## src/logic/adc_ctrl_regs.vh

```
// register offsets, fields, reset values and timing counts for the converter control
`ifndef ADC_CTRL_REGS_VH
`define ADC_CTRL_REGS_VH
`define OFS_STATUS_CONTROL_1   4'h0
`define OFS_STATUS_CONTROL_2   4'h1
`define OFS_CONFIG             4'h2
`define OFS_COMPARE            4'h3
`define OFS_RESULT_HIGH        4'h4
`define OFS_RESULT_LOW         4'h5
`define OFS_PIN_DISABLE_3      4'h6
`define OFS_ANALOG_SAMPLE      4'h7
`define SC1_CONVERSION_COMPLETE_FLAG_BIT           7
`define SC1_COMPLETE_IRQ_ENABLE_BIT           6
`define SC1_CONTINUOUS_ENABLE_BIT           5
`define SC2_TRG_BIT            6
`define SC2_CFE_BIT            5
`define SC2_CFGT_BIT           4
`define CH_ALL_ONES            5'h1f
`define RST_CHANNEL            5'h1f
`define RST_PIN_DISABLE        8'h00
`define CLK_BUS                2'h0
`define CLK_BUS_HALF           2'h1
`define CLK_ALT                2'h2
`define CLK_ASYNC              2'h3
`define MODE_8BIT              2'h0
`define MODE_10BIT             2'h2
`define SAR_CYCLES             4'h2
`endif

```

## src/logic/sar_adc_conversion_control.v

```verilog
// converter control: register file, clock select/divide, triggers, rounding, blocking
`timescale 1ns/1ps
`include "adc_ctrl_regs.vh"

// Overview of operation
// - 8-bit pin disable register, bit 7 channel 23 down to bit 0 channel 16
// - disabled pin: output tristated, input and pullup off, port read zero
// - converter off in reset and when channel select is all ones; idle after done
// - raw 11 bits in 10-bit mode, 9 bits in 8-bit mode, then rounded
// - result transfer sets complete flag; interrupt only if enabled then
// - clock source bus, bus/2, alternate or internal async; bus after reset
// - selected source divided by 1, 2, 4 or 8 for converter clock
// - bus/2 source with divide by 8 gives bus clock divided by 16
// - internal async clock keeps running in wait and stop3 when selected
// - trigger enable set: each rising trigger edge starts a conversion
// - trigger edge during a conversion is ignored, not queued
// - continuous with hardware trigger: only first edge launches the sequence
// - software mode: write to status control 1 with channel not all ones starts
// - continuous mode restarts after each transfer until aborted
// - 10-bit mode high read, low unread: transfer blocked, flag unset, result lost
// - single conversion, compare on and false: blocking ignored, operation stops
// - any other blocked transfer starts another conversion
// - compare enabled by compare enable bit, works in every mode
// - clock select 00 bus, 01 bus/2, 10 alternate, 11 async
// - mode 00 is 8-bit, 10 is 10-bit, 01 and 11 reserved
// - compare on: flag only if result >= value (greater 1) or < value (greater 0)
module sar_adc_conversion_control (
    input  wire        aclk,
    input  wire        aresetn,
    input  wire [3:0]  s_axi_awaddr,
    input  wire        s_axi_awvalid,
    output reg         s_axi_awready,
    input  wire [31:0] s_axi_wdata,
    input  wire [3:0]  s_axi_wstrb,
    input  wire        s_axi_wvalid,
    output reg         s_axi_wready,
    output reg  [1:0]  s_axi_bresp,
    output reg         s_axi_bvalid,
    input  wire        s_axi_bready,
    input  wire [3:0]  s_axi_araddr,
    input  wire        s_axi_arvalid,
    output reg         s_axi_arready,
    output reg  [31:0] s_axi_rdata,
    output reg  [1:0]  s_axi_rresp,
    output reg         s_axi_rvalid,
    input  wire        s_axi_rready,
    input  wire        alternate_clock_source,
    input  wire        internal_async_clock,
    input  wire        hw_trigger_input,
    input  wire        low_power_wait,
    input  wire [10:0] analog_sample,
    input  wire [7:0]  port_pin_in,
    output reg  [7:0]  port_read_data,
    output reg  [7:0]  pin_output_force_hiz,
    output reg  [7:0]  pin_input_buffer_en,
    output reg  [7:0]  pin_pullup_allow,
    output reg         converter_clock,
    output reg         async_clock_keep_on,
    output reg         converter_active,
    output reg         conversion_irq
);
    localparam [3:0] ST_IDLE = 4'b0001;
    localparam [3:0] ST_SAMP = 4'b0010;
    localparam [3:0] ST_SAR  = 4'b0100;
    localparam [3:0] ST_XFER = 4'b1000;

    // ==========================================================
    // registers
    reg  [4:0]  channel_select_q;
    reg         conversion_complete_flag_q;
    reg         complete_irq_enable_q;
    reg         continuous_enable_q;
    reg         hw_trigger_enable_q;
    reg         compare_enable_q;
    reg         compare_greater_select_q;
    reg  [1:0]  input_clock_select_q;
    reg  [1:0]  clock_divide_select_q;
    reg  [1:0]  mode_q;
    reg  [9:0]  compare_value_q;
    reg  [9:0]  result_q;
    reg  [7:0]  analog_pin_disable_3_q;
    reg         high_read_q;
    reg  [3:0]  state_q;
    reg  [3:0]  sar_cnt_q;
    reg  [10:0] raw_q;
    reg         seq_on_q;
    reg  [2:0]  trig_sync_q;
    reg  [1:0]  alt_sync_q;
    reg  [1:0]  async_sync_q;
    reg         bus_half_q;
    reg  [2:0]  div_cnt_q;
    reg         src_prev_q;
    reg  [3:0]  aw_addr_q;
    reg  [31:0] w_data_q;
    reg         aw_have_q;
    reg         w_have_q;
    reg  [7:0]  pin_meta_q;
    reg  [7:0]  pin_sync_q;

    wire       ch_off   = (channel_select_q == `CH_ALL_ONES);
    wire       ten_bit  = (mode_q == `MODE_10BIT);
    // ==========================================================
    // clock source select and divide
    reg src_level;
    always @* begin
        // clock select decode
        // source choice
        case (input_clock_select_q)
            `CLK_BUS:      src_level = ~converter_clock;
            `CLK_BUS_HALF: src_level = bus_half_q;
            `CLK_ALT:      src_level = alt_sync_q[1];
            default:       src_level = async_sync_q[1];
        endcase
    end
    wire src_tick = (input_clock_select_q == `CLK_BUS) ? 1'b1 : (src_level & ~src_prev_q);
    wire [2:0] div_max = (3'h1 << clock_divide_select_q) - 3'h1;
    wire       converter_clock_tick = src_tick && (div_cnt_q >= div_max);

    // ==========================================================
    // rounding and compare
    // round raw value
    wire [10:0] rnd10 = raw_q + 11'h001;
    wire [9:0]  res10 = rnd10[10] ? 10'h3ff : rnd10[10:1];
    wire [9:0]  rnd8  = {1'b0, raw_q[8:0]} + 10'h001;
    wire [7:0]  res8  = rnd8[9] ? 8'hff : rnd8[8:1];
    wire [9:0]  res_n = ten_bit ? res10 : {2'h0, res8};
    wire [9:0]  cmp_v = ten_bit ? compare_value_q : {2'h0, compare_value_q[7:0]};
    wire        ge    = (res_n >= cmp_v);
    wire        cmp_ok = ~compare_enable_q | (compare_greater_select_q ? ge : ~ge);
    wire        blocked = ten_bit & high_read_q;

    // ==========================================================
    // bus decode
    wire        wr_go = aw_have_q & w_have_q & ~s_axi_bvalid;
    wire        rd_go = s_axi_arvalid & s_axi_arready;
    wire [31:0] wd    = w_data_q;
    wire [3:0]  widx  = aw_addr_q;
    wire [3:0]  ridx  = s_axi_araddr;
    wire        w_sc1 = wr_go & (widx == `OFS_STATUS_CONTROL_1);
    wire        w_mode = wr_go & ((widx == `OFS_STATUS_CONTROL_2) | (widx == `OFS_CONFIG)
                                  | (widx == `OFS_COMPARE));
    wire        trig_rise = trig_sync_q[1] & ~trig_sync_q[2];
    wire        sw_start = w_sc1 & ~hw_trigger_enable_q & (wd[4:0] != `CH_ALL_ONES);
    wire        hw_start = hw_trigger_enable_q & trig_rise & ~ch_off & (state_q == ST_IDLE)
                           & ~seq_on_q;
    wire        xfer_now = (state_q == ST_XFER);
    wire        do_xfer  = xfer_now & cmp_ok & ~blocked;
    wire        restart  = xfer_now & ~ch_off & ((continuous_enable_q & cmp_ok)
                           | (cmp_ok & blocked) | (~cmp_ok & continuous_enable_q)
                           | (~cmp_ok & ~continuous_enable_q & 1'b0));

    reg [31:0] rd_mux;
    always @* begin
        rd_mux = 32'h0000_0000;
        case (ridx)
            `OFS_STATUS_CONTROL_1:
                rd_mux = {24'h0, conversion_complete_flag_q, complete_irq_enable_q,
                          continuous_enable_q, channel_select_q};
            `OFS_STATUS_CONTROL_2:
                rd_mux = {24'h0, converter_active, hw_trigger_enable_q, compare_enable_q,
                          compare_greater_select_q, 4'h0};
            `OFS_CONFIG:
                rd_mux = {24'h0, 1'b0, clock_divide_select_q, 1'b0, mode_q,
                          input_clock_select_q};
            `OFS_COMPARE:      rd_mux = {22'h0, compare_value_q};
            `OFS_RESULT_HIGH:  rd_mux = {30'h0, ten_bit ? result_q[9:8] : 2'h0};
            `OFS_RESULT_LOW:   rd_mux = {24'h0, result_q[7:0]};
            `OFS_PIN_DISABLE_3: rd_mux = {24'h0, analog_pin_disable_3_q};
            default:           rd_mux = 32'h0000_0000;
        endcase
    end

    // ==========================================================
    // main sequential logic
    always @(posedge aclk) begin
        if (!aresetn) begin
            s_axi_awready <= 1'b0;
            s_axi_wready <= 1'b0;
            s_axi_bvalid <= 1'b0;
            s_axi_bresp <= 2'h0;
            s_axi_arready <= 1'b0;
            s_axi_rvalid <= 1'b0;
            s_axi_rresp <= 2'h0;
            s_axi_rdata <= 32'h0;
            aw_have_q <= 1'b0;
            w_have_q <= 1'b0;
            aw_addr_q <= 4'h0;
            w_data_q <= 32'h0;
            channel_select_q <= `RST_CHANNEL;
            conversion_complete_flag_q <= 1'b0;
            complete_irq_enable_q <= 1'b0;
            continuous_enable_q <= 1'b0;
            hw_trigger_enable_q <= 1'b0;
            compare_enable_q <= 1'b0;
            compare_greater_select_q <= 1'b0;
            input_clock_select_q <= `CLK_BUS;
            clock_divide_select_q <= 2'h0;
            mode_q <= `MODE_8BIT;
            compare_value_q <= 10'h0;
            result_q <= 10'h0;
            analog_pin_disable_3_q <= `RST_PIN_DISABLE;
            high_read_q <= 1'b0;
            state_q <= ST_IDLE;
            sar_cnt_q <= 4'h0;
            raw_q <= 11'h0;
            seq_on_q <= 1'b0;
            trig_sync_q <= 3'h0;
            alt_sync_q <= 2'h0;
            async_sync_q <= 2'h0;
            bus_half_q <= 1'b0;
            div_cnt_q <= 3'h0;
            src_prev_q <= 1'b0;
            converter_clock <= 1'b0;
            async_clock_keep_on <= 1'b0;
            converter_active <= 1'b0;
            conversion_irq <= 1'b0;
            port_read_data <= 8'h0;
            pin_meta_q <= 8'h0;
            pin_sync_q <= 8'h0;
            pin_output_force_hiz <= 8'h0;
            pin_input_buffer_en <= 8'hff;
            pin_pullup_allow <= 8'hff;
        end else begin
            trig_sync_q <= {trig_sync_q[1:0], hw_trigger_input};
            alt_sync_q <= {alt_sync_q[0], alternate_clock_source};
            async_sync_q <= {async_sync_q[0], internal_async_clock};
            bus_half_q <= ~bus_half_q;
            src_prev_q <= src_level;
            if (src_tick)
                div_cnt_q <= (div_cnt_q >= div_max) ? 3'h0 : div_cnt_q + 3'h1;
            // one pulse per tick
            // bus source at ratio 1 can only show half rate on this pin
            converter_clock <= converter_clock_tick & ~converter_clock;
            // async clock held on in low power
            async_clock_keep_on <= (input_clock_select_q == `CLK_ASYNC)
                                   & (converter_active | low_power_wait);
            // write channels
            if (s_axi_awvalid & ~aw_have_q & ~s_axi_awready) begin
                s_axi_awready <= 1'b1;
                aw_addr_q <= s_axi_awaddr;
            end else
                s_axi_awready <= 1'b0;
            if (s_axi_awvalid & s_axi_awready)
                aw_have_q <= 1'b1;
            if (s_axi_wvalid & ~w_have_q & ~s_axi_wready) begin
                s_axi_wready <= 1'b1;
                w_data_q <= s_axi_wdata;
            end else
                s_axi_wready <= 1'b0;
            if (s_axi_wvalid & s_axi_wready)
                w_have_q <= 1'b1;
            if (wr_go) begin
                aw_have_q <= 1'b0;
                w_have_q <= 1'b0;
                s_axi_bvalid <= 1'b1;
                s_axi_bresp <= (widx > `OFS_ANALOG_SAMPLE) ? 2'h2 : 2'h0;
            end else if (s_axi_bready)
                s_axi_bvalid <= 1'b0;
            if (wr_go & s_axi_wstrb[0]) begin
                case (widx)
                    `OFS_STATUS_CONTROL_1: begin
                        complete_irq_enable_q <= wd[`SC1_COMPLETE_IRQ_ENABLE_BIT];
                        continuous_enable_q <= wd[`SC1_CONTINUOUS_ENABLE_BIT];
                        channel_select_q <= wd[4:0];
                    end
                    `OFS_STATUS_CONTROL_2: begin
                        hw_trigger_enable_q <= wd[`SC2_TRG_BIT];
                        compare_enable_q <= wd[`SC2_CFE_BIT];
                        compare_greater_select_q <= wd[`SC2_CFGT_BIT];
                    end
                    `OFS_CONFIG: begin
                        clock_divide_select_q <= wd[6:5];
                        mode_q <= wd[3:2];
                        input_clock_select_q <= wd[1:0];
                    end
                    `OFS_COMPARE: compare_value_q <= wd[9:0];
                    `OFS_PIN_DISABLE_3: analog_pin_disable_3_q <= wd[7:0];
                    default: ;
                endcase
            end
            // read channel
            if (s_axi_arvalid & ~s_axi_arready & ~s_axi_rvalid)
                s_axi_arready <= 1'b1;
            else
                s_axi_arready <= 1'b0;
            if (rd_go) begin
                s_axi_rvalid <= 1'b1;
                s_axi_rdata <= rd_mux;
                s_axi_rresp <= (ridx > `OFS_ANALOG_SAMPLE) ? 2'h2 : 2'h0;
            end else if (s_axi_rready)
                s_axi_rvalid <= 1'b0;
            if (rd_go & (ridx == `OFS_RESULT_HIGH) & ten_bit)
                high_read_q <= 1'b1;
            else if (rd_go & (ridx == `OFS_RESULT_LOW))
                high_read_q <= 1'b0;
            // conversion sequencer
            case (state_q)
                ST_IDLE: begin
                    if (hw_start | sw_start) begin
                        state_q <= ST_SAMP;
                        seq_on_q <= continuous_enable_q | (sw_start & wd[`SC1_CONTINUOUS_ENABLE_BIT]);
                    end
                end
                ST_SAMP: begin
                    if (converter_clock_tick) begin
                        raw_q <= ten_bit ? analog_sample : {2'h0, analog_sample[10:2]};
                        sar_cnt_q <= 4'h0;
                        state_q <= ST_SAR;
                    end
                end
                ST_SAR: begin
                    if (converter_clock_tick) begin
                        sar_cnt_q <= sar_cnt_q + 4'h1;
                        if (sar_cnt_q == `SAR_CYCLES)
                            state_q <= ST_XFER;
                    end
                end
                ST_XFER: begin
                    state_q <= restart ? ST_SAMP : ST_IDLE;
                    if (~restart)
                        seq_on_q <= 1'b0;
                end
                default: state_q <= ST_IDLE;
            endcase
            // aborts: mode writes, status control 1 writes or channel off
            if (w_mode | ((w_sc1 | ch_off) & (state_q != ST_IDLE) & ~sw_start)) begin
                state_q <= ST_IDLE;
                seq_on_q <= 1'b0;
            end
            if (w_sc1 & sw_start) begin
                state_q <= ST_SAMP;
                seq_on_q <= wd[`SC1_CONTINUOUS_ENABLE_BIT];
            end
            converter_active <= (state_q != ST_IDLE) & ~ch_off;
            // transfer sets flag, set wins over clear
            if (do_xfer) begin
                result_q <= res_n;
                conversion_complete_flag_q <= 1'b1;
                conversion_irq <= complete_irq_enable_q;
            end else begin
                if (w_sc1 | (rd_go & (ridx == `OFS_RESULT_LOW)))
                    conversion_complete_flag_q <= 1'b0;
                if (w_sc1 | (rd_go & (ridx == `OFS_RESULT_LOW)) | ~complete_irq_enable_q)
                    conversion_irq <= 1'b0;
            end
            pin_output_force_hiz <= analog_pin_disable_3_q;
            pin_input_buffer_en <= ~analog_pin_disable_3_q;
            pin_pullup_allow <= ~analog_pin_disable_3_q;
            // pin levels pass two flops before use
            pin_meta_q <= port_pin_in;
            pin_sync_q <= pin_meta_q;
            port_read_data <= pin_sync_q & ~analog_pin_disable_3_q;
        end
    end
endmodule // sar_adc_conversion_control

```

## config.mk

```make
export PLATFORM = sky130hd
export DESIGN_NAME = sar_adc_conversion_control
export DESIGN_NICKNAME = d
export VERILOG_FILES = /design/src/logic/sar_adc_conversion_control.v
export VERILOG_INCLUDE_DIRS = /design/src /design/src/logic
export SDC_FILE = /design/constraint.sdc
export NUM_CORES = 1
export LEC_CHECK = 0
export ABC_CLOCK_PERIOD_IN_PS = 3700
export BUFFER_PORTS_ARGS = -buffer_cell sky130_fd_sc_hd__buf_2
export CORE_ASPECT_RATIO = 2
export CORE_MARGIN = 2
export CORE_UTILIZATION = 54
export DETAILED_ROUTE_END_ITERATION = 8
export PLACE_DENSITY = 0.79
export SLEW_MARGIN = 20
export SYNTH_ARGS = -nofsm -noshare
export SYNTH_HDL_FRONTEND = slang
export SYNTH_SLANG_ARGS = --single-unit
```

## constraint.sdc

```tcl
create_clock -name aclk -period 3.7 [get_ports aclk]
set_input_delay 0.185 -clock aclk [delete_from_list [all_inputs] [get_ports aclk]]
set_output_delay 0.185 -clock aclk [all_outputs]
set_load 0.02 [all_outputs]
```

; After elaboration in Yosys (flattened, before gate mapping)
; Index checks and enable logic that the tools add are counted.
[op_classes]
add_sub_neg = 5
n_mul = 0
n_div = 0
magnitude_cmp = 4
n_eq_ne = 31
shifts = 1
n_mux = 42
n_bitwise = 75
n_reduce_logical = 23
[op_table]
columns = cell, count
row1 = $pmux 10 s7, 1
row2 = $and 1x1->1, 40
row3 = $mux 10, 3
row4 = $eq 4x2->1 const B, 6
row5 = $mux 4, 6
row6 = $not 1->1, 21
row7 = $eq 4x3->1 const B, 5
row8 = $mux 1, 19
row9 = $pmux 4 s4, 1
row10 = $eq 4x1->1 const B, 3
row11 = $mux 2, 6
row12 = $ne 4x4->1 const B, 3
row13 = $or 1x1->1, 12
row14 = $reduce_and 2->1, 6
row15 = $reduce_bool 2->1, 6
row16 = $add 11x1->11 const B, 1
row17 = $mux 11, 1
row18 = $add 9x1->10 const B, 1
row19 = $ge 10x10->1, 1
row20 = $and 8x8->8, 1
row21 = $gt 4x3->1 const B, 2
row22 = $logic_not 4->1, 2
row23 = $mux 8, 1
row24 = $ne 4x1->1 const B, 2
row25 = other kinds (25), 31
[totals]
regBits = 179
latch_bits = 0
ramBits = 0
mem_bits_ro = 0
input_bits = 74
output_inout_bits = 77
word_cells = 227
mem_count = 0

; Longest topological paths before layout
; Gate-level depths: netlist of run 1.
[logic_depth]
word_depth = 15
ltp_mapped = 14
depth_no_buf = 12

; Worst setup path before layout of run 1
; Ideal clock, no wire load.
[synth_path]
path_kind = flip-flop to flip-flop
start = register raw_q[0]
end = register result_q[4]
setup_ps = 142
t_arrival_ps = 3025
required_time_ps = 3558
path_slack_ps = 533
path_stages_with_launch = 14
path_buffers = 1
period_less_slack_ps = 3167
path_cell_list = dfxtp_1 -> ha_1 -> and4_1 -> and4_1 -> nor3_2 -> clkbuf_1 -> nand2_1 -> ha_1 -> a21oi_1 -> o21a_1 -> mux2_2 -> or2_2 -> nor2_2 -> a311oi_1
[synth_between]
elab_chain_len = 9
word_cells_on_any_way = 11
classes_between = 2 x add/sub / 1 x order compare / 4 x mux / 4 x bitwise
[synth_lines]
columns = item, line
row1 = from (decl), sar_adc_conversion_control.v:85  ; reg [10:0] raw_q;
row2 = from (signal assigned), sar_adc_conversion_control.v:306  ; raw_q <= ten_bit ? analog_sample : {2'h0, analog_sample[10:2]};
row3 = $add 11x1->11 / $add 9x1->10 (equally long branches), "sar_adc_conversion_control.v:122, sar_adc_conversion_control.v:124"
row4 = $mux 10 / $mux 8 (equally long branches), "sar_adc_conversion_control.v:123, sar_adc_conversion_control.v:125"
row5 = $mux 10 (*), sar_adc_conversion_control.v:126  ; wire [9:0] res_n = ten_bit ? res10 : {2'h0, res8};
row6 = named net res_n[7], sar_adc_conversion_control.v:126
row7 = $ge 10x10->1 (*), sar_adc_conversion_control.v:128  ; wire ge = (res_n >= cmp_v);
row8 = $not 1->1, sar_adc_conversion_control.v:129  ; wire cmp_ok = ~compare_enable_q | (compare_greater_select_q ? ge : ~ge);
row9 = $mux 1 (*), sar_adc_conversion_control.v:129
row10 = $or 1x1->1 (*), sar_adc_conversion_control.v:129
row11 = $and 1x1->1 (*) (2 in a row), sar_adc_conversion_control.v:147  ; wire do_xfer = xfer_now & cmp_ok & ~blocked;
row12 = to (signal assigned), sar_adc_conversion_control.v:337  ; result_q <= res_n;
row13 = to (decl), sar_adc_conversion_control.v:80  ; reg [9:0] result_q;
; Mark *: on every way through the listed nets, which the timed path passes. The rest lies on a longest branch.
; A chain may end at the register's enable or synchronous reset.

; Worst setup path after layout of run 1
[layout_path]
start = register raw_q[0]
end = register seq_on_q
[layout_between]
elab_chain_len = 13
word_cells_on_any_way = 18
classes_between = 2 x add/sub / 1 x order compare / 1 x eq/ne / 4 x mux / 9 x bitwise / 1 x reduce/logical
[layout_lines]
columns = item, line
row1 = $add 11x1->11 / $add 9x1->10 (equally long branches), "sar_adc_conversion_control.v:122, sar_adc_conversion_control.v:124"
row2 = $mux 10 / $mux 8 (equally long branches), "sar_adc_conversion_control.v:123, sar_adc_conversion_control.v:125"
row3 = $mux 10 (*), sar_adc_conversion_control.v:126
row4 = named net res_n[2], sar_adc_conversion_control.v:126
row5 = $ge 10x10->1 (*), sar_adc_conversion_control.v:128
row6 = $not 1->1, sar_adc_conversion_control.v:129
row7 = $mux 1 (*), sar_adc_conversion_control.v:129
row8 = $or 1x1->1 (*), sar_adc_conversion_control.v:129
row9 = $and 1x1->1 (tied with other cells), sar_adc_conversion_control.v:148  ; wire restart = xfer_now & ~ch_off & ((continuous_enable_q & cmp_ok)
row10 = $or 1x1->1 / $and 1x1->1 (equally long branches), sar_adc_conversion_control.v:149  ; | (cmp_ok & blocked) | (~cmp_ok & continuous_enable_q)
row11 = $or 1x1->1 (*), sar_adc_conversion_control.v:149
row12 = $and 1x1->1 (*), sar_adc_conversion_control.v:148
row13 = $ne 4x2->1 (no line) (*), -
row14 = $reduce_and 3->1 (no line) (*), -
row15 = to (signal assigned), sar_adc_conversion_control.v:301  ; seq_on_q <= continuous_enable_q | (sw_start & wd[`SC1_CONTINUOUS_ENABLE_BIT]);
row16 = to (signal assigned), sar_adc_conversion_control.v:332  ; seq_on_q <= wd[`SC1_CONTINUOUS_ENABLE_BIT];
row17 = to (decl), sar_adc_conversion_control.v:86  ; reg seq_on_q;
; Marks and branches as above.

==> reports/metrics.yaml, run 1 <==
global_routing:
  grt_antenna_before_repair: 0
  grt-ovfl-total: 0
  grt_max_degree: 58
  grt_pass1_vias: 5448
  grtUsageTotal: 0.240
  grt_pass1_wl_um: 26000
finish:
  antenna_cells: 0
  syn_to_final_growth_pct: 17.3
  nets: 944
  final_common_cell: "dfxtp_1"
  final_cell_mix: "155 x dfxtp_1, 101 x buf_2, 87 x nand2_1"
  fillers: 1041
  layout-drive-gt1-share: 0.188
die:
  initial_core_util: 0.551
  fp.coreArea_um2: 12500
  rows: 58
  ios: 151
  dieArea_um2: 13700
  die_h_um: 164
  die_w_um: 83.8
drt:
  drc_errors: 0
  wl_um: 16500
  wl_per_cell_um: 16.3
  num_vias: 5668
  ant_nets: 0
  dr.pass1.iters: 4
  vias_per_cell: 5.58
  drt_iter0_markers: 274
setup_path:
  reg2reg_to: "seq_on_q"
  critical_path_required_ps: 4060
  cp_num_buf_inv: 0
  arrival_ps: 3840
  crit_chain: "ha_1 > and4_1 > and4_1 > nor3_2 > o21ai_0 > ha_1 > a211o_1 > a21oi_1 > o21ai_1 > mux2_2 > a211oi_1 > mux2i_1"
  path_delay_family: "compound AO/OA/AOI/OAI gates"
  critPathMaxFanout: 13
  rr_worst_depth: 12
  reg2reg_slack_ps: 220
  r2r_start: "raw_q[0]"
  cp_slowest_stage_delay_ps: 420
  crit_type: "reg -> reg"
  end_kind: "flip-flop"
  start_kind: "flip-flop"
  cp_slowest_cell: "mux2_2"
sta:
  period_needed_ps: 3480
  drv_slew: 0
  rsz0062_at_grt: "no"
  setup_viol: 0
  fin_tns_setup_ps: 0
  tightest_slew_ps: 1090
  relSlewSlack: 0.270
  skew_ps: 13.4
  fmax_mhz: 288
  hold_viol: 0
  finalCritPeriodShare: 0.940
synth:
  synthArstFlopShare: 0
  syn_avg_cell_area_um2: 9.04
  yosys_warnings: 0
  seq_area_frac_synth: 0.451
  yosysUniqueCellTypes: 65
  synth-edff-count: 0
  syn_inst: 761
  syn_area_um2: 6880
  synth-main-ff-cell: "dfxtp_1"
  ys_seq_elements: 155
hold_path:
  min_to: "aw_addr_q[1]"
  hp-start: "s_axi_awaddr[1]"
  hold_path.class: "in -> reg"
  worstHoldPathCells: 3
clock_network:
  numCtsBuffers: 17
  clkLatencyLatePin_ps: 420
  post-cts-setup-buffers: 0
  cts_sinks: 155
  path_clk_slew_ps: 70
  clockBufferDepth: 2
  htreeDepth: 4
  cts_tree: "done"
  cts_root_buffer: "clkbuf_16"
pwr:
  power_leakage_nw: 3.49
  vdd_drop_max_uv: 365
  powerDensity_nw_per_um2: 514
  power.total_mw: 4.14
placed_design:
  io_buffer_count: 101
  routabilityCongestion: 0.894
  dp_hpwl_um: 11800
outcome:
  status: "complete, no violations"
flow_run:
  cap_violations: 0
## stage by stage
stage | util | setup slack [ps] | hold WS [ps] | area [um^2] | instances
floorplan | - | 533 | 303 | 6970 | 784
global placement | 0.587 | 405 | 390 | 7330 | 973
detailed placement | 0.587 | 314 | 395 | 7330 | 973
CTS | 0.647 | 253 | 1.77 | 8070 | 1015
global route | 0.647 | 68.5 | 0.364 | 8070 | 1015
finish | 0.647 | 223 | 2.86 | 8070 | 1015
## layer usage
metal / vias up / global-route usage / routed length (um)
li1: 2764 / - / -
met1: 2648 / 0.229 / 5970
met2: 191 / 0.452 / 8830
met3: 65 / 0.0556 / 735
met4: 0 / 0.147 / 969
met5: - / 0 / 0
## registers in the layout, indices dropped and copies added (netlist names), 2 cells and up
register / flops
state_q: 4
mode_q: 2
input_clock_select_q: 2
sar_cnt_q: 4
raw_q: 11
async_sync_q: 2
pin_output_force_hiz: 8
div_cnt_q: 3
alt_sync_q: 2
pin_meta_q: 8
w_data_q: 10
compare_value_q: 10
port_read_data: 8
trig_sync_q: 3
clock_divide_select_q: 2
s_axi_rdata: 10
pin_sync_q: 8
channel_select_q: 5
pin_pullup_allow: 8
result_q: 10
aw_addr_q: 4
analog_pin_disable_3_q: 8
## worst max path at each step
| stage | start | endpoint | slack (ps) | cells after the start |
|---|---|---|---|---|
| after CTS | raw_q[0] | seq_on_q | 250 | 12 |
| after global placement | raw_q[0] | seq_on_q | 410 | 12 |
| after detailed placement | raw_q[0] | seq_on_q | 310 | 12 |
| after floorplan | raw_q[0] | result_q[4] | 530 | 13 |
| final | raw_q[0] | seq_on_q | 220 | 12 |
| after global routing | raw_q[0] | seq_on_q | 70 | 12 |
## kinds of logic (layout without fill, tap and decap cells)
logic type               Yosys count  count (layout)  share of synthesized area
flip-flops                       155             155                      0.451
AO/OA/AOI/OAI                    138             138                      0.134
multiplexers                      62              62                     0.0913
adder cells (fa/ha/maj)           17              17                     0.0309
AND/OR/NAND/NOR                  283             283                      0.206
other                              1              24                   0.000545
XOR/XNOR                          11              11                     0.0140
buffers and inverters             94             175                     0.0724
## report_power, final
part / internal, mW / total, mW / switching (mW)
Sequential: 1.73 / 1.81 / 0.0754
Clock: 1.15 / 1.84 / 0.695
Combinational: 0.210 / 0.495 / 0.285
## cells in the mapped netlist (all sizes together), types with 2 or more instances
cell type,instances,area share
dfxtp,155,0.45
nand2,87,0.047
nor2,85,0.047
mux2i,56,0.081
a21oi,51,0.038
buf,48,0.047
and2,28,0.025
inv,24,0.013
clkbuf,22,0.012
o21ai,18,0.013
ha,17,0.031
nor3,17,0.015
a22oi,13,0.014
nand3,13,0.0095
a211oi,12,0.013
nand2b,10,0.0091
a311oi,8,0.010
mux2,6,0.0098
nor2b,6,0.0055
xnor2,6,0.0076
and4,5,0.0064
nand3b,5,0.0073
nor3b,5,0.0055
xor2,5,0.0064
a222oi,4,0.0058
nand4,4,0.0036
o31ai,4,0.0044
or3,4,0.0036
a211o,3,0.0038
a2bb2oi,3,0.0038
a31oi,3,0.0036
and3,3,0.0027
nor4b,3,0.0082
o211ai,3,0.0033
o21a,3,0.0033
or2,3,0.0027
a21o,2,0.0022
a22o,2,0.0025
nor4,2,0.0018
o22ai,2,0.0027
## worst reg2reg max path, delay by kind of cell, from the launching register on
family                     cells  cell delay, ps
AOI/OAI and AO/OA              5            1190
adders and majority gates      2             470
muxes                          2             640
DFF                            1             340
and+or+nand+nor                3             790
## repair_timing
action	CTS	global route
resized for setup	0	0
endpoints found under the hold margin	11	0
hold buffers	11	0
## cell type report
class	count	area, um^2	share of cell area
sequential	155	3100	0.384
tap	150	188	0.0233
timing repair buffer	120	688	0.0853
multi-input combinational	535	3370	0.418
clock inverter	13	190	0.0236
inverter	24	90.1	0.0112
clock buffer	18	439	0.0544
No activity file was read; power rests on OpenSTA's default activity.
==> run 2, diff against run 1 <==
--- a/config.mk
+++ b/config.mk
@@ -9,7 +9,7 @@
 export ABC_CLOCK_PERIOD_IN_PS = 3700
 export BUFFER_PORTS_ARGS = -buffer_cell sky130_fd_sc_hd__buf_2
 export CORE_ASPECT_RATIO = 2
-export CORE_MARGIN = 2
+export CORE_MARGIN = 3
 export CORE_UTILIZATION = 54
 export DETAILED_ROUTE_END_ITERATION = 8
 export PLACE_DENSITY = 0.79
==> reports/metrics.yaml, run 2 (same netlist as run 1, synthesis figures left out) <==
placed_design:
  io_buffer_count: 101
  dp_hpwl_um: 11800
  routabilityCongestion: 0.861
  dpl_cell_area_um2: 7310
setup_path:
  critPathMaxFanout: 13
  start_kind: "flip-flop"
  critical_path_required_ps: 4050
  arrival_ps: 3900
  reg2reg_slack_ps: 140
  crit_type: "reg -> reg"
  end_kind: "flip-flop"
  rr_worst_depth: 12
sta:
  setup_viol: 0
  fin_tns_setup_ps: 0
  hold_viol: 0
  skew_ps: 10.4
  relSlewSlack: 0.297
  rsz0062_at_grt: "no"
  period_needed_ps: 3560
  tightest_slew_ps: 1050
  fmax_mhz: 281
  finalCritPeriodShare: 0.961
  drv_slew: 0
clock_network:
  post-cts-setup-buffers: 0
  path_clk_slew_ps: 70
  cts_resized: 0
  cts_root_buffer: "clkbuf_16"
  cts_tree: "done"
  clockBufferDepth: 2
  clkLatencyLatePin_ps: 420
  numCtsBuffers: 17
  htreeDepth: 4
  cts_sinks: 155
drt:
  maxUsedRoutingLayer: "met4"
  vias_per_cell: 5.70
  wl_met3_um: 892
  dr.pass1.iters: 5
  drc_errors: 0
  wl_met2_um: 8740
  m1WireLength_um: 6020
  wl_per_cell_um: 16.4
  wl_um: 16600
  drt_iter0_markers: 381
  num_vias: 5796
  ant_nets: 0
global_routing:
  grt-ovfl-total: 0
  grtUsageTotal: 0.235
  grt_pass1_wl_um: 26800
  grt_antenna_before_repair: 0
  grt_pass1_vias: 5585
  grt_max_degree: 58
outcome:
  status: "complete, no violations"
die:
  initial_core_util: 0.558
  rows: 57
  die_w_um: 85.8
  fp.coreArea_um2: 12300
  die_h_um: 166
  dieArea_um2: 14200
  ios: 151
finish:
  layout-drive-gt1-share: 0.188
  largest-register: "raw_q"
  final_util: 0.655
  syn_to_final_growth_pct: 17.4
  final_common_cell: "dfxtp_1"
  finalInstanceArea_um2: 8080
  final_cell_mix: "155 x dfxtp_1, 101 x buf_2, 87 x nand2_1"
  largest_reg_flops: 11
  nets: 947
  antenna_cells: 0
pwr:
  vdd_drop_max_uv: 458
  power_leakage_nw: 3.50
  power.total_mw: 4.14
  powerDensity_nw_per_um2: 512
hold_path:
  hold_path.class: "in -> reg"
  worstHoldPathCells: 2
flow_run:
  cap_violations: 0
[run 2: cell types whose count changed in the layout (fill, tap and decap cells not counted)]
cell,previous run,this run
inv_6,3,5
buf_12,1,0
bufinv_16,4,3
inv_8,0,1
dlygate4sd3_1,11,15
clkinvlp_4,4,3
[run 2: timing repair]
| action | 4_1_cts | 5_1_grt |
|---|---|---|
| hold buffers | 15 | 0 |
| endpoints found under the hold margin | 15 | 0 |
| setup endpoints to repair | 0 | 0 |
[run 2: power by group]
| group | switching (mW) | internal [mW] | total [mW] |
|---|---|---|---|
| sequential | 0.0759 | 1.73 | 1.81 |
| clock | 0.729 | 1.09 | 1.82 |
| combinational | 0.296 | 0.212 | 0.508 |
[run 2: per-stage QoR]
| step | hold WS [ps] | std cells | worst slack [ps] |
|---|---|---|---|
| floorplan | 303 | 784 | 533 |
| global placement | 394 | 969 | 318 |
| detailed placement | 393 | 969 | 305 |
| CTS | 1.99 | 1016 | 183 |
| global route | 14.2 | 1016 | 9.52 |
| finish | 11.1 | 1016 | 143 |
[run 2: worst max-delay path, stage by stage (launching register included)]
cell	delay, ps
dfxtp_1	340
ha_1	240
and4_1	210
and4_1	190
or2_1	270
nor3_1	310
ha_1	280
nand2b_1	140
a21oi_1	220
o21ai_1	170
mux2_2	430
a211oi_1	420
mux2i_1	250
[run 2: path summary, 6_finish.rpt]
path                                     start           endpoint
worst max-delay path                  raw_q[0]           seq_on_q
worst min-delay path            port_pin_in[7]      pin_meta_q[7]
worst max register to register        raw_q[0]           seq_on_q
worst min register to register   pin_sync_q[7]  port_read_data[7]
[run 2: area by class of cell]
class | instances | area (um^2)
Tap cell | 147 | 184
Clock buffer | 18 | 439
Inverter | 24 | 90.1
Timing Repair Buffer | 123 | 708
Clock inverter | 14 | 181
Multi-Input combinational cell | 535 | 3370
Fill cell | 1020 | 4260
Sequential cell | 155 | 3100
[run 2: metal layers]
layer  GRT usage  up-vias
met1       0.238     2702
met3      0.0472       74
li1            -     2785
met5           0        -
met4       0.145        0
met2       0.427      235
==> run 3, diff against run 2 <==
--- a/config.mk
+++ b/config.mk
@@ -6,14 +6,12 @@
 export SDC_FILE = /design/constraint.sdc
 export NUM_CORES = 1
 export LEC_CHECK = 0
-export ABC_CLOCK_PERIOD_IN_PS = 3700
 export BUFFER_PORTS_ARGS = -buffer_cell sky130_fd_sc_hd__buf_2
 export CORE_ASPECT_RATIO = 2
 export CORE_MARGIN = 3
-export CORE_UTILIZATION = 54
+export CORE_UTILIZATION = 39
 export DETAILED_ROUTE_END_ITERATION = 8
-export PLACE_DENSITY = 0.79
-export SLEW_MARGIN = 20
+export SLEW_MARGIN = 15
 export SYNTH_ARGS = -nofsm -noshare
 export SYNTH_HDL_FRONTEND = slang
 export SYNTH_SLANG_ARGS = --single-unit
==> reports/metrics.yaml, run 3 (same netlist as run 1, synthesis figures left out) <==
outcome:
  status: "complete, no violations"
pwr:
  p_sw_frac: 0.271
  pwr-share-comb: 0.125
  powerDensity_nw_per_um2: 493
  p_seq_frac: 0.444
  power.total_mw: 4.05
  clkPwrFrac: 0.431
  p_sw_mw: 1.10
  vdd_drop_max_uv: 224
  p_int_mw: 2.96
  power_leakage_nw: 3.52
setup_path:
  critPathMaxFanout: 4
  reg2reg_to: "seq_on_q"
  cp_slowest_cell: "nor3_1"
  critical_path_required_ps: 4060
  crit_chain: "ha_1 > and4_1 > and4_1 > or2_1 > nor3_1 > ha_1 > nand2b_1 > a21oi_1 > o21ai_1 > mux2_2 > a211oi_1 > mux2i_1"
  reg2reg_slack_ps: 440
  crit_type: "reg -> reg"
  arrival_ps: 3620
  path_delay_family: "simple AND/OR/NAND/NOR gates"
  end_kind: "flip-flop"
  start_kind: "flip-flop"
  r2r_start: "raw_q[0]"
  cp_num_buf_inv: 0
  rr_worst_depth: 12
  cp_slowest_stage_delay_ps: 360
drt:
  dr.pass1.iters: 5
  ant_nets: 0
  drc_errors: 0
  num_vias: 5570
  vias_per_cell: 5.11
  drt_iter0_markers: 329
  wl_um: 17400
  wl_per_cell_um: 16.0
sta:
  fin_tns_setup_ps: 0
  setup_viol: 0
  fmax_mhz: 307
  period_needed_ps: 3260
  hold_viol: 0
  tightest_slew_ps: 1020
  relSlewSlack: 0.315
  drv_slew: 0
  skew_ps: 7.11
  rsz0062_at_grt: "no"
  finalCritPeriodShare: 0.881
placed_design:
  routabilityCongestion: 0.857
  io_buffer_count: 101
  dp_hpwl_um: 13000
  dp.cells: 1034
finish:
  final_cell_mix: "155 x dfxtp_1, 101 x buf_2, 87 x nand2_1"
  final_common_cell: "dfxtp_1"
  largest_reg_flops: 11
  layoutNonFillerInstCount: 1089
  syn_to_final_growth_pct: 19.5
  antenna_cells: 0
  nets: 957
  largest-register: "raw_q"
  layout-drive-gt1-share: 0.187
clock_network:
  cts_root_buffer: "clkbuf_16"
  numCtsBuffers: 17
  htreeDepth: 4
  cts_tree: "done"
  clockBufferDepth: 2
  path_clk_slew_ps: 60
  cts_sinks: 155
  post-cts-setup-buffers: 0
  clkLatencyLatePin_ps: 430
hold_path:
  min_to: "aw_addr_q[2]"
  hold_path.class: "in -> reg"
  hp-start: "s_axi_awaddr[2]"
  worstHoldPathCells: 3
global_routing:
  grt_max_degree: 57
  grt_pass1_vias: 5402
  grtUsageTotal: 0.183
  grt-ovfl-total: 0
  grt_pass1_wl_um: 27800
  grt_antenna_before_repair: 0
die:
  rows: 68
  fp.coreArea_um2: 17300
  die_w_um: 99.9
  initial_core_util: 0.398
  ios: 151
  die_h_um: 194
  dieArea_um2: 19400
flow_run:
  cap_violations: 0
## run 3: layout make-up
class                           count  area (um^2)
Fill cell                        1731         9050
Multi-Input combinational cell    535         3370
Sequential cell                   155         3100
Timing Repair Buffer              133          803
Clock buffer                       18          429
Tap cell                          210          263
Clock inverter                     14          160
Inverter                           24         90.1
## run 3: worst register-to-register path: cells and delay by family (launching register included)
kind	cells	cell delay [ps]
AND/OR/NAND/NOR	5	1180
AO/OA/AOI/OAI	3	610
multiplexers	2	540
adder cells (fa/ha/maj)	2	530
flip-flops	1	340
## run 3: worst max-delay path by stage
stage | start | to | slack (ps) | cells after the start
2_1_floorplan | raw_q[0] | result_q[4] | 530 | 13
3_3_place_gp | raw_q[0] | result_q[5] | 470 | 12
3_5_place_dp | raw_q[0] | result_q[5] | 450 | 12
6_report | raw_q[0] | seq_on_q | 440 | 12
5_1_grt | raw_q[0] | seq_on_q | 200 | 13
4_1_cts | raw_q[0] | result_q[5] | 440 | 12
## run 3: power by group through the flow
stage / clock network, mW / logic, mW / registers, mW
2_1_floorplan: 0 / 0.405 / 1.82
3_3_place_gp: 0 / 0.486 / 1.84
3_5_place_dp: 0 / 0.486 / 1.84
4_1_cts: 1.78 / 0.508 / 1.80
5_1_grt: 1.85 / 0.569 / 1.81
6_report: 1.75 / 0.505 / 1.80
## run 3: timing repair
item	4_1_cts	5_1_grt
endpoints found under the hold margin	23	0
gates resized for setup	0	0
hold buffers	23	0
## run 3: per-stage QoR
step                cell area [um^2]  worst slack, ps  hold WS (ps)   util
global route                    8220              204          10.0  0.476
CTS                             8220              435         0.987  0.476
detailed placement              7400              453           394  0.428
finish                          8220              442          5.40  0.476
floorplan                       6970              533           303      -
global placement                7400              469           390  0.428
## run 3: routing by layer
layer / global-route usage / share of wire / up-vias
met4: 0.0988 / 0.041 / 0
met5: 0 / 0 / -
li1: - / - / 2790
met2: 0.337 / 0.54 / 164
met3: 0.0342 / 0.047 / 44
met1: 0.189 / 0.37 / 2572
